[config.mk]
export PLATFORM = sky130hd
export DESIGN_NAME = almu_unit
export DESIGN_NICKNAME = d
export VERILOG_FILES = /design/src/shared/almu_pkg.sv /design/src/core/almu_unit.sv
export SDC_FILE = /design/constraint.sdc
export NUM_CORES = 1
export LEC_CHECK = 0
export ABC_AREA = 1
export BUFFER_PORTS_ARGS = -buffer_cell sky130_fd_sc_hd__clkbuf_2
export CORE_MARGIN = 4
export CORE_UTILIZATION = 50
export CTS_BUF_LIST = sky130_fd_sc_hd__clkbuf_4 sky130_fd_sc_hd__clkbuf_8
export CTS_CLUSTER_DIAMETER = 150
export DETAILED_ROUTE_END_ITERATION = 10
export PLACE_DENSITY_LB_ADDON = 0.3
export SYNTH_ARGS = -nofsm -noshare
export SYNTH_HDL_FRONTEND = slang
export SYNTH_SLANG_ARGS = --single-unit
[constraint.sdc]
create_clock -name clk -period 6.6 [get_ports clk]
set_clock_uncertainty 0.15 [all_clocks]
set_input_delay 0 -clock clk [delete_from_list [all_inputs] [get_ports clk]]
set_output_delay 0 -clock clk [all_outputs]
set_load 0.05 [all_outputs]
[src/shared/almu_pkg.sv]
package almu_pkg;

    localparam int BYTE_W = 8;
    localparam int WORD_W = 16;
    localparam logic [7:0] ALL_ONES = 8'hFF;
    localparam logic [7:0] ALL_ZERO = 8'h00;
    localparam logic [7:0] ONE_BYTE = 8'h01;
    localparam logic [2:0] MULTI_CYCLES = 3'h2;

    // Flag bit positions in the flag vector
    localparam int FLAG_C = 0;
    localparam int FLAG_Z = 1;
    localparam int FLAG_N = 2;
    localparam int FLAG_V = 3;
    localparam int FLAG_S = 4;
    localparam int FLAG_H = 5;
    localparam int FLAG_W = 6;

    typedef enum logic [4:0] {
        ALMU_ADD = 5'h00,
        ALMU_ADD_CARRY = 5'h01,
        ALMU_SUB = 5'h02,
        ALMU_BORROW_IN_DIFFERENCE = 5'h03,
        ALMU_CONSTANT_DIFFERENCE = 5'h04,
        ALMU_CONSTANT_BORROW_DIFFERENCE = 5'h05,
        ALMU_WORD_IMMEDIATE_ADD = 5'h06,
        ALMU_WORD_IMMEDIATE_SUBTRACT = 5'h07,
        ALMU_AND = 5'h08,
        ALMU_CONSTANT_CONJUNCTION = 5'h09,
        ALMU_OR = 5'h0A,
        ALMU_CONSTANT_DISJUNCTION = 5'h0B,
        ALMU_EXCLUSIVE_DISJUNCTION = 5'h0C,
        ALMU_ONES_COMPLEMENT = 5'h0D,
        ALMU_ZERO_MINUS_OPERAND = 5'h0E,
        ALMU_BIT_SET_BY_MASK = 5'h0F,
        ALMU_BIT_CLEAR_BY_MASK = 5'h10,
        ALMU_STEP_UP_BY_ONE = 5'h11,
        ALMU_STEP_DOWN_BY_ONE = 5'h12,
        ALMU_SELF_CONJUNCTION_CHECK = 5'h13,
        ALMU_SELF_XOR_ZEROING = 5'h14,
        ALMU_ALL_ONES_LOAD = 5'h15,
        ALMU_UNSIGNED_PRODUCT = 5'h16,
        ALMU_SIGNED_PRODUCT = 5'h17,
        ALMU_MIXED_SIGN_PRODUCT = 5'h18,
        ALMU_FRACTIONAL_UNSIGNED_PRODUCT = 5'h19,
        ALMU_FRACTIONAL_SIGNED_PRODUCT = 5'h1A,
        ALMU_FRACTIONAL_MIXED_PRODUCT = 5'h1B
    } almu_op_t;

    typedef struct packed {
        almu_op_t op;
        logic [7:0] dst;
        logic [7:0] dst_hi;
        logic [7:0] src;
        logic [7:0] flags_in;
    } almu_req_t;

    typedef struct packed {
        logic [15:0] value;
        logic wide;
        logic [7:0] flags;
        logic [7:0] flag_mask;
    } almu_res_t;

    typedef enum logic [1:0] {
        ALMU_IDLE = 2'b01,
        ALMU_SECOND = 2'b10
    } almu_state_t;

endpackage : almu_pkg

[src/core/almu_unit.sv]
`timescale 1ns/1ns
// What this block does
// RULE_01: Add registers, optional carry, ZCNVH, one clock
// RULE_02: Subtract register, optional borrow, ZCNVH, one clock
// RULE_03: Subtract constant, optional borrow, ZCNVH, one clock
// RULE_04: Word add immediate, ZCNVS, two clocks
// RULE_05: Word subtract immediate, ZCNVS, two clocks
// RULE_06: Conjunction register or constant, ZNV, one clock
// RULE_07: Disjunction register or constant, ZNV, one clock
// RULE_08: Exclusive disjunction of registers, ZNV, one clock
// RULE_09: Mask set uses disjunction, ZNV, one clock
// RULE_10: Mask clear uses complemented constant, ZNV
// RULE_11: Test conjoins register with itself, ZNV
// RULE_12: Byte products into pair, ZC, two clocks
// RULE_13: Fractional products shifted left, ZC, two clocks
// RULE_14: Step up/down by one, ZNV, one clock
// RULE_15: Complements: ones ZCNV, twos adds H
module almu_unit (
    input wire logic clk,
    input wire logic srst,
    input wire logic req_valid,
    input wire almu_pkg::almu_req_t req,
    output logic busy,
    output logic done,
    output almu_pkg::almu_res_t res
);

    function automatic logic [8:0] add9(input logic [7:0] a,
            input logic [7:0] b, input logic ci);
        add9 = {1'b0, a} + {1'b0, b} + {8'h00, ci};
    endfunction : add9

    function automatic logic [7:0] zn_v0(input logic [7:0] r,
            input logic [7:0] f);
        logic [7:0] o;
        o = f;
        o[almu_pkg::FLAG_Z] = (r == almu_pkg::ALL_ZERO);
        o[almu_pkg::FLAG_N] = r[7];
        o[almu_pkg::FLAG_V] = 1'b0;
        o[almu_pkg::FLAG_S] = r[7];
        zn_v0 = o;
    endfunction : zn_v0

    almu_pkg::almu_state_t state_reg, state_next;
    almu_pkg::almu_res_t res_reg, res_next;
    logic done_reg, busy_reg;
    almu_pkg::almu_req_t hold_reg;

    wire almu_pkg::almu_op_t op = req.op;
    wire [7:0] a = req.dst;
    wire [7:0] b = req.src;
    wire cin = req.flags_in[almu_pkg::FLAG_C];
    wire is_sub = op == almu_pkg::ALMU_SUB
        || op == almu_pkg::ALMU_BORROW_IN_DIFFERENCE
        || op == almu_pkg::ALMU_CONSTANT_DIFFERENCE
        || op == almu_pkg::ALMU_CONSTANT_BORROW_DIFFERENCE;
    wire use_c = op == almu_pkg::ALMU_ADD_CARRY
        || op == almu_pkg::ALMU_BORROW_IN_DIFFERENCE
        || op == almu_pkg::ALMU_CONSTANT_BORROW_DIFFERENCE;
    // Subtraction as a + ~b + ~borrow, carry inverted to mean borrow
    wire [8:0] sum9 = add9(a, is_sub ? ~b : b,
        is_sub ? ~(use_c & cin) : (use_c & cin));
    wire [4:0] half = {1'b0, a[3:0]} + {1'b0, is_sub ? ~b[3:0] : b[3:0]}
        + {4'h0, is_sub ? ~(use_c & cin) : (use_c & cin)};
    wire [7:0] sum = sum9[7:0];
    wire [7:0] bx = is_sub ? ~b : b;
    wire add_v = (a[7] == bx[7]) && (sum[7] != a[7]);
    wire [7:0] neg = almu_pkg::ALL_ZERO - a;
    wire [7:0] inc = a + almu_pkg::ONE_BYTE;
    wire [7:0] dec = a - almu_pkg::ONE_BYTE;
    wire [7:0] clr_val = a & (almu_pkg::ALL_ONES - b);
    wire chain_z = op == almu_pkg::ALMU_BORROW_IN_DIFFERENCE
        || op == almu_pkg::ALMU_CONSTANT_BORROW_DIFFERENCE;
    wire is_mul = op >= almu_pkg::ALMU_UNSIGNED_PRODUCT
        && op <= almu_pkg::ALMU_FRACTIONAL_MIXED_PRODUCT;
    wire is_word = op == almu_pkg::ALMU_WORD_IMMEDIATE_ADD
        || op == almu_pkg::ALMU_WORD_IMMEDIATE_SUBTRACT;

    // Second-cycle datapath works from the held request
    wire [15:0] pair = {hold_reg.dst_hi, hold_reg.dst};
    wire [15:0] kw = {8'h00, hold_reg.src};
    wire word_sub = hold_reg.op == almu_pkg::ALMU_WORD_IMMEDIATE_SUBTRACT;
    wire [16:0] wsum = word_sub ? {1'b0, pair} - {1'b0, kw}
        : {1'b0, pair} + {1'b0, kw};
    wire [15:0] wres = wsum[15:0];
    wire wv = word_sub ? (pair[15] & ~wres[15]) : (~pair[15] & wres[15]);
    wire ha = hold_reg.dst[7];
    wire hb = hold_reg.src[7];
    wire mop_sa = hold_reg.op == almu_pkg::ALMU_SIGNED_PRODUCT
        || hold_reg.op == almu_pkg::ALMU_MIXED_SIGN_PRODUCT
        || hold_reg.op == almu_pkg::ALMU_FRACTIONAL_SIGNED_PRODUCT
        || hold_reg.op == almu_pkg::ALMU_FRACTIONAL_MIXED_PRODUCT;
    wire mop_sb = hold_reg.op == almu_pkg::ALMU_SIGNED_PRODUCT
        || hold_reg.op == almu_pkg::ALMU_FRACTIONAL_SIGNED_PRODUCT;
    wire is_mul_h = hold_reg.op >= almu_pkg::ALMU_UNSIGNED_PRODUCT;
    wire frac = hold_reg.op >= almu_pkg::ALMU_FRACTIONAL_UNSIGNED_PRODUCT;
    wire signed [17:0] pa = {{(10){mop_sa & ha}}, hold_reg.dst};
    wire signed [17:0] pb = {{(10){mop_sb & hb}}, hold_reg.src};
    wire signed [17:0] prod18 = pa * pb;
    wire [15:0] prod = prod18[15:0];
    wire [15:0] mres = frac ? {prod[14:0], 1'b0} : prod; // [RULE_13]

    always_comb begin
        res_next = res_reg;
        res_next.wide = 1'b0;
        res_next.flags = req.flags_in;
        res_next.flag_mask = 8'h00;
        res_next.value = {8'h00, a};
        case (op)
            almu_pkg::ALMU_ADD, almu_pkg::ALMU_ADD_CARRY,
            almu_pkg::ALMU_SUB, almu_pkg::ALMU_BORROW_IN_DIFFERENCE,
            almu_pkg::ALMU_CONSTANT_DIFFERENCE,
            almu_pkg::ALMU_CONSTANT_BORROW_DIFFERENCE: begin
                res_next.value = {8'h00, sum}; // [RULE_01] [RULE_02] [RULE_03]
                res_next.flags = zn_v0(sum, req.flags_in);
                res_next.flags[almu_pkg::FLAG_V] = add_v;
                res_next.flags[almu_pkg::FLAG_S] = sum[7] ^ add_v;
                res_next.flags[almu_pkg::FLAG_C] = sum9[8] ^ is_sub;
                res_next.flags[almu_pkg::FLAG_H] = half[4] ^ is_sub;
                // Chained borrow keeps Z only while result stays zero
                if (chain_z) begin
                    res_next.flags[almu_pkg::FLAG_Z] =
                        (sum == almu_pkg::ALL_ZERO)
                        & req.flags_in[almu_pkg::FLAG_Z];
                end
                res_next.flag_mask = 8'h2F;
            end
            almu_pkg::ALMU_AND, almu_pkg::ALMU_CONSTANT_CONJUNCTION: begin
                res_next.value = {8'h00, a & b}; // [RULE_06]
                res_next.flags = zn_v0(a & b, req.flags_in);
                res_next.flag_mask = 8'h1E;
            end
            almu_pkg::ALMU_OR, almu_pkg::ALMU_CONSTANT_DISJUNCTION,
            almu_pkg::ALMU_BIT_SET_BY_MASK: begin
                res_next.value = {8'h00, a | b}; // [RULE_07] [RULE_09]
                res_next.flags = zn_v0(a | b, req.flags_in);
                res_next.flag_mask = 8'h1E;
            end
            almu_pkg::ALMU_EXCLUSIVE_DISJUNCTION: begin
                res_next.value = {8'h00, a ^ b}; // [RULE_08]
                res_next.flags = zn_v0(a ^ b, req.flags_in);
                res_next.flag_mask = 8'h1E;
            end
            almu_pkg::ALMU_SELF_XOR_ZEROING: begin
                res_next.value = {8'h00, almu_pkg::ALL_ZERO};
                res_next.flags = zn_v0(almu_pkg::ALL_ZERO, req.flags_in);
                res_next.flag_mask = 8'h1E;
            end
            almu_pkg::ALMU_BIT_CLEAR_BY_MASK: begin
                res_next.value = {8'h00, clr_val}; // [RULE_10]
                res_next.flags = zn_v0(clr_val, req.flags_in);
                res_next.flag_mask = 8'h1E;
            end
            almu_pkg::ALMU_SELF_CONJUNCTION_CHECK: begin
                res_next.value = {8'h00, a & a}; // [RULE_11]
                res_next.flags = zn_v0(a, req.flags_in);
                res_next.flag_mask = 8'h1E;
            end
            almu_pkg::ALMU_STEP_UP_BY_ONE: begin
                res_next.value = {8'h00, inc}; // [RULE_14]
                res_next.flags = zn_v0(inc, req.flags_in);
                res_next.flags[almu_pkg::FLAG_V] = (a == 8'h7F);
                res_next.flags[almu_pkg::FLAG_S] = inc[7] ^ (a == 8'h7F);
                res_next.flag_mask = 8'h1E;
            end
            almu_pkg::ALMU_STEP_DOWN_BY_ONE: begin
                res_next.value = {8'h00, dec}; // [RULE_14]
                res_next.flags = zn_v0(dec, req.flags_in);
                res_next.flags[almu_pkg::FLAG_V] = (a == 8'h80);
                res_next.flags[almu_pkg::FLAG_S] = dec[7] ^ (a == 8'h80);
                res_next.flag_mask = 8'h1E;
            end
            almu_pkg::ALMU_ONES_COMPLEMENT: begin
                res_next.value = {8'h00, almu_pkg::ALL_ONES - a}; // [RULE_15]
                res_next.flags = zn_v0(almu_pkg::ALL_ONES - a, req.flags_in);
                res_next.flags[almu_pkg::FLAG_C] = 1'b1;
                res_next.flag_mask = 8'h1F;
            end
            almu_pkg::ALMU_ZERO_MINUS_OPERAND: begin
                res_next.value = {8'h00, neg}; // [RULE_15]
                res_next.flags = zn_v0(neg, req.flags_in);
                res_next.flags[almu_pkg::FLAG_V] = (neg == 8'h80);
                res_next.flags[almu_pkg::FLAG_S] = neg[7] ^ (neg == 8'h80);
                res_next.flags[almu_pkg::FLAG_C] = (neg != almu_pkg::ALL_ZERO);
                res_next.flags[almu_pkg::FLAG_H] = neg[3] | a[3];
                res_next.flag_mask = 8'h3F;
            end
            almu_pkg::ALMU_ALL_ONES_LOAD: begin
                res_next.value = {8'h00, almu_pkg::ALL_ONES};
            end
            default: begin
                res_next.value = {8'h00, a};
            end
        endcase
    end

    // Second cycle of word and multiply operations
    almu_pkg::almu_res_t res2;
    always_comb begin
        res2 = res_reg;
        res2.wide = 1'b1;
        res2.flags = hold_reg.flags_in;
        if (is_mul_h) begin
            res2.value = mres; // [RULE_12] [RULE_13]
            res2.flags[almu_pkg::FLAG_Z] = (mres == 16'h0000);
            res2.flags[almu_pkg::FLAG_C] = prod[15];
            res2.flag_mask = 8'h03;
        end else begin
            res2.value = wres; // [RULE_04] [RULE_05]
            res2.flags[almu_pkg::FLAG_Z] = (wres == 16'h0000);
            res2.flags[almu_pkg::FLAG_C] = wsum[16];
            res2.flags[almu_pkg::FLAG_N] = wres[15];
            res2.flags[almu_pkg::FLAG_V] = wv;
            res2.flags[almu_pkg::FLAG_S] = wres[15] ^ wv;
            res2.flag_mask = 8'h1F;
        end
    end

    wire start = req_valid && state_reg == almu_pkg::ALMU_IDLE;
    wire start_multi = start && (is_mul || is_word);

    always_comb begin
        state_next = state_reg;
        case (state_reg)
            almu_pkg::ALMU_IDLE: begin
                if (start_multi) begin
                    state_next = almu_pkg::ALMU_SECOND;
                end
            end
            almu_pkg::ALMU_SECOND: begin
                state_next = almu_pkg::ALMU_IDLE;
            end
            default: begin
                state_next = almu_pkg::ALMU_IDLE;
            end
        endcase
    end

    always_ff @(posedge clk) begin
        if (srst) begin
            state_reg <= almu_pkg::ALMU_IDLE;
            res_reg <= '0;
            done_reg <= 1'b0;
            busy_reg <= 1'b0;
            hold_reg <= '0;
        end else begin
            state_reg <= state_next;
            done_reg <= (start && !start_multi)
                || state_reg == almu_pkg::ALMU_SECOND;
            busy_reg <= start_multi;
            if (start) begin
                hold_reg <= req;
            end
            if (state_reg == almu_pkg::ALMU_SECOND) begin
                res_reg <= res2;
            end else if (start && !start_multi) begin
                res_reg <= res_next;
            end
        end
    end

    assign busy = busy_reg;
    assign done = done_reg;
    assign res = res_reg;

endmodule : almu_unit

==> results_dict.tcl, run 1 <==
set metrics [dict create \
    leakage_power_uw 0.00592 \
    path_common_cell "nand2_1" \
    die_area_um2 21700 \
    dpl-instance-area_um2 10200 \
    synth_seq_cells 69 \
    synth.largest_area_cell "nand2_1" \
    synth_top_cells_by_area "nand2_1 (15%), dfxtp_1 (14%), fa_1 (14%)" \
    timing_worst_slew_pin_value_ps 823 \
    status "finished, final reports clean" \
    post_layout_power_uw 1600 \
    report.final.setup_viol 0 \
    powerDensity_nw_per_um2 149 \
    drv_slew 0 \
    drt_drc_violations_left 0 \
    wl_mm 31.2 \
    gp_congestion 1.01 \
    timing_worst_setup_path_type "flip-flop to flip-flop" \
    finalWorstPathRequiredPeriod_ps 5980 \
    required_arrival_time_at_the_worst_endpoint_ps 6770 \
    clock-root-buffer "clkbuf_8" \
    layout.cell_area.non_filler_um2 10700 \
    synth_area_um2 9690 \
    min_path_type "input port to flip-flop" \
    syn-instance-count 1495 \
    synth_top_area_share_pct 15.1 \
    critical-path-slowest-cell "fa_1" \
    cts_setup_buffers 0 \
    path_max_fanout 6 \
    cts_made_buffers 9 \
    cp-start-kind "flip-flop" \
    max-slew-margin-rel_pct 45.1 \
    synth_top_flop_cell "dfxtp_1" \
    via_density 5.52 \
    layout_worst_path_cycle_share_pct 90.6 \
    design.final.nets 1761 \
    tns_ps 0 \
    timing.critical_path.slowest_cell_delay_ps 570 \
    stdcell_count 1830 \
    drt_pre_antenna_iters 6 \
    die-width_um 147 \
    dieHeight_um 147 \
    num_antenna_cells 0 \
    synthesis.yosys.warnings 0 \
    design.portCount 75 \
    largest_register_ffs 33 \
    grt_start_max_net_pins 51 \
    vdd.ir_drop.worst_mv 0.172 \
    category_of_the_worst_setup_path_capture_point "flip-flop" \
    yosysUniqueCellTypes 53 \
    final_standard_cell_utilization_of_the_core_pct 56.6 \
    area.growth.synth_to_final_pct 10.3 \
    first_global_vias 9459 \
    io_buffers 72 \
    critPathArrivalTime_ps 6150 \
    cts_max_path_buffers 2 \
    grt_setup_unrepaired "no" \
    detailedPlacementHpwl_mm 24.3 \
    hold_viol_final 0 \
    max_freq_mhz 167 \
    ctsHtreeMaxLevel 3 \
    nFillCells 1864 \
    initial_utilization_pct 51.3 \
    maxCapViolCount 0 \
    place.detailed.instances 1779 \
    clock_insertion_delay_worst_skew_ps 370 \
    grt_pass1_wl_mm 49.8 \
    clkSlewWorstSetupHoldPaths_ps 90 \
    cts_sinks 69 \
    synth-edff-count 0 \
    gr-total-overflow 0 \
    drt_first_iter_violations 938 \
    routed_wire_length_per_instance_um 17.1 \
    antenna_found_initial 0 \
    final_layout_size_suffix_gt1_share_pct 8.92 \
    seq_area_frac_synth_pct 14.2 \
    share_of_flip_flops_with_an_asynchronous_set_or_reset_pct 0 \
    routed-via-count 10100 \
    core_area_um2 18900 \
    cts_tree "yes" \
    syn-mean-instance-area_um2 6.48 \
    rows 50 \
    antenna_left 0 \
    globalRouteTotalUtil_pct 28.6 \
]
## cell usage after synthesis, types with 10 or more instances
cell type  instances
nand2_1          389
inv_2             14
nor2_1           105
o211ai_1          13
inv_1            249
xor2_1            26
dfxtp_1           69
nand3_1          101
or2_2             10
clkbuf_1          36
fa_1              66
o21ai_0           78
nor3_1            17
nand4_1           33
ha_1              89
xnor2_1           12
a21oi_1           82
## report_power, final
part	internal (uW)	switching (uW)
clock	154	182
combinational	251	513
sequential	449	48.2
## layer usage
layer | vias to the layer above | routed length, um | GRT usage [%]
met5 | - | 0 | 0
met4 | 0 | 699 | 8.20
met3 | 58 | 2740 | 6.08
met2 | 419 | 13500 | 43.9
met1 | 4709 | 14300 | 40.7
li1 | 4914 | - | -
## per-stage QoR
stage	hold slack (ps)	setup slack [ps]
floorplan	-5.38	1260
global placement	86.6	864
detailed placement	90.5	752
CTS	16.5	709
global route	38.8	124
finish	38.1	623
## kinds of logic (layout without fill, tap and decap cells)
kind of cell	count (synthesis)	after routing	synth area share [%]
AOI/OAI and AO/OA	227	227	13.4
xor gates and xnor gates	38	38	3.43
adders and majority gates	155	155	25.1
buffers and inverters	322	396	13.2
DFF	69	69	14.2
other	1	2	0.0387
and+or+nand+nor	683	683	30.6
## timing repair
action | CTS | global route
gates resized for setup | 0 | 0
endpoints found under the hold margin | 36 | 0
hold buffers | 36 | 0
## worst paths after layout
| path | start | endpoint | slack [ps] | cells after the start |
|---|---|---|---|---|
| worst max-delay path | hold_reg[36]$_SDFFE_PP0P_ | res[9]$_SDFFE_PP0P_ | 620 | 30 |
| worst min-delay path | req[36] | hold_reg[36]$_SDFFE_PP0P_ | 40 | 3 |
| worst max register to register | hold_reg[36]$_SDFFE_PP0P_ | res[9]$_SDFFE_PP0P_ | 620 | 30 |
| worst min register to register | hold_reg[5]$_SDFFE_PP0P_ | hold_reg[5]$_SDFFE_PP0P_ | 300 | 2 |
## final cells by class
class / instances / area (um2) / area share [%]
multi-input combinational: 1105 / 7050 / 65.9
sequential: 69 / 1380 / 12.9
inverter: 267 / 1000 / 9.37
clock inverter: 4 / 23.8 / 0.222
clock buffer: 11 / 151 / 1.42
tap: 260 / 325 / 3.04
timing repair buffer: 114 / 766 / 7.16
## critical path: cells and delay by family, from the launching register on
family / cells / cell delay [ps]
flip-flops: 1 / 420
AND/OR/NAND/NOR: 18 / 2050
buffers and inverters: 6 / 350
adder cells (fa/ha/maj): 6 / 2970
## layout by cell type (no fill, tap or decap), types with 3 or more instances in the layout
master | netlist | layout
clkinv_2 | 0 | 3
a211oi_1 | 5 | 5
ha_1 | 89 | 89
o41ai_1 | 4 | 4
nand3_1 | 101 | 100
o21ai_0 | 78 | 78
clkinv_1 | 4 | 4
nand2_1 | 389 | 389
nand2_4 | 3 | 3
o31ai_1 | 3 | 3
nor2_2 | 4 | 4
nand2_2 | 4 | 4
o221ai_1 | 4 | 4
xor2_1 | 26 | 26
o21bai_1 | 6 | 6
fa_1 | 66 | 66
inv_1 | 249 | 249
xnor2_1 | 12 | 12
a21o_1 | 3 | 3
clkbuf_2 | 0 | 72
dlygate4sd3_1 | 0 | 36
o211ai_1 | 13 | 13
a21oi_1 | 82 | 82
inv_2 | 14 | 14
nor2_1 | 105 | 105
nor3_1 | 17 | 17
a31oi_1 | 7 | 7
nor2_4 | 3 | 3
buf_4 | 4 | 6
dfxtp_1 | 69 | 69
nand3b_1 | 5 | 5
o21ai_1 | 6 | 6
or2_2 | 10 | 10
o22ai_1 | 5 | 5
clkbuf_8 | 1 | 11
nand4_1 | 33 | 33
Power figures use the tool's default switching activity.
==> inputs of run 2 (changes only) <==
CELL_PAD_IN_SITES_DETAIL_PLACEMENT = 1   (was default)
CELL_PAD_IN_SITES_GLOBAL_PLACEMENT = 1   (was default)
CORE_UTILIZATION = 45   (was 50)
PLACE_DENSITY = 0.85   (was default)
PLACE_DENSITY_LB_ADDON = default   (was 0.3)
==> run 2 against run 1 <==
  * Non-clock buffer count is 3 lower
  * Core utilization decreased by 5.7 points
  * Count of clock-buffer cells in the layout shrank 1
  * Total power is 7.2% higher
  * Fmax shrank 1.1%
  * Largest cell class unchanged
  * Highest routed layer unchanged
==> results_dict.tcl, run 2 (synthesized netlist as in run 1, its figures left out) <==
set metrics [dict create \
    grt_pass1_wl_mm 58.5 \
    grt_start_max_net_pins 53 \
    nFillCells 2865 \
    layout.cells.most_common "nand2_1" \
    leakage_power_uw 0.00593 \
    ctsHtreeMaxLevel 3 \
    routed-via-count 10400 \
    finalWorstPathRequiredPeriod_ps 6040 \
    max_freq_mhz 165 \
    detailedPlacementHpwl_mm 28.9 \
    required_arrival_time_at_the_worst_endpoint_ps 6780 \
    cts_sinks 69 \
    num_antenna_cells 0 \
    grt.busiest_layer "met2" \
    layout_worst_path_cycle_share_pct 91.6 \
    io_buffers 72 \
    path_max_fanout 6 \
    maxCapViolCount 0 \
    grt_util_met2_pct 51.2 \
    powerDensity_nw_per_um2 159 \
    antenna_found_initial 0 \
    path_common_cell "nand2_1" \
    min_path_type "input port to flip-flop" \
    tns_ps 0 \
    design.portCount 75 \
    drt_first_iter_violations 762 \
    routed_wire_length_per_instance_um 20.0 \
    drt_pre_antenna_iters 5 \
    cts_made_buffers 9 \
    category_of_the_worst_setup_path_capture_point "flip-flop" \
    vdd.ir_drop.worst_mv 0.146 \
    clock_insertion_delay_worst_skew_ps 390 \
    globalRouteTotalUtil_pct 30.9 \
    timing.critical_path.slowest_cell_delay_ps 590 \
    largest_register_ffs 33 \
    timing_worst_setup_path_type "flip-flop to flip-flop" \
    rows 53 \
    report.final.setup_viol 0 \
    clkSlewWorstSetupHoldPaths_ps 80 \
    clock-root-buffer "clkbuf_8" \
    most-common-layout-cells "nand2_1 (389), inv_1 (249), nor2_1 (105)" \
    reg2reg_slack_ps 560 \
    drt_drc_violations_left 0 \
    cp-start-kind "flip-flop" \
    dieHeight_um 155 \
    status "finished, final reports clean" \
    hold_viol_final 0 \
    wl_mm 36.9 \
    gr-total-overflow 0 \
    timing_worst_slew_pin_value_ps 884 \
    cts_tree "yes" \
    first_global_vias 10900 \
    die_area_um2 24000 \
    grt.met1_usage_pct 40.9 \
    post_layout_power_uw 1710 \
    critPathArrivalTime_ps 6220 \
    core_area_um2 21100 \
    initial_utilization_pct 46.0 \
    drv_slew 0 \
    die-width_um 155 \
    max-slew-margin-rel_pct 41.0 \
    critical-path-slowest-cell "fa_1" \
    design.final.nets 1758 \
    cts_max_path_buffers 2 \
    area.growth.synth_to_final_pct 10.8 \
    final_layout_size_suffix_gt1_share_pct 9.06 \
    grt_setup_unrepaired "no" \
    gp_congestion 0.938 \
    via_density 5.62 \
    grt_use_met3_pct 6.04 \
    antenna_left 0 \
]
-- run 2: stage by stage --
stage	setup WS (ps)	hold slack, ps	cell area (um2)	cells	util [%]
global placement	852	84.2	10200	1793	48.2
finish	556	18.4	10700	1843	50.9
floorplan	1260	-5.38	9700	1496	-
detailed placement	572	91.2	10200	1793	48.2
global route	92.4	13.8	10700	1843	50.9
CTS	516	3.19	10700	1843	50.9
-- run 2: final cells by class --
type	instances	area (um2)	area share (%)
clock buffers	10	131	1.22
clock inverters	6	87.6	0.816
inverters	267	1000	9.33
multi-input cells	1105	7050	65.7
flip-flops and latches	69	1380	12.9
well taps	275	344	3.20
repair buffers	111	738	6.87
-- run 2: path summary, 6_finish.rpt --
| path | from | end | cells past startpoint |
|---|---|---|---|
| worst max-delay path | hold_reg[34]$_SDFFE_PP0P_ | res[9]$_SDFFE_PP0P_ | 30 |
| worst min-delay path | req[34] | hold_reg[34]$_SDFFE_PP0P_ | 3 |
| worst max register to register | hold_reg[34]$_SDFFE_PP0P_ | res[9]$_SDFFE_PP0P_ | 30 |
| worst min register to register | hold_reg[5]$_SDFFE_PP0P_ | hold_reg[5]$_SDFFE_PP0P_ | 2 |
-- run 2: timing repair --
| action | in CTS | in global routing |
|---|---|---|
| gates resized for setup | 0 | 2 |
| hold buffers | 34 | 0 |
| buffers inserted | 0 | 0 |
| hold endpoints to repair | 36 | 0 |
| setup endpoints to repair | 0 | 1 |
-- run 2: layer usage --
metal / wire length, um / part of all wire, % / vias to the layer above
li1: - / - / 4886
met4: 945 / 2.6 / 0
met5: 0 / 0 / -
met2: 17100 / 46 / 330
met1: 16200 / 44 / 5078
met3: 2660 / 7.2 / 69
-- run 2: worst max-delay path, delay by kind of cell, from the launching register on --
kind / cells / cell delay, ps
buffers and inverters: 7 / 470
and+or+nand+nor: 17 / 2020
DFF: 1 / 380
adders and majority gates: 6 / 2990
-- run 2: report_power, final --
group	switching, uW	leakage (uW)	internal (uW)
clock network	199	0.000114	217
logic	541	0.00524	254
registers	51.2	0.000570	449
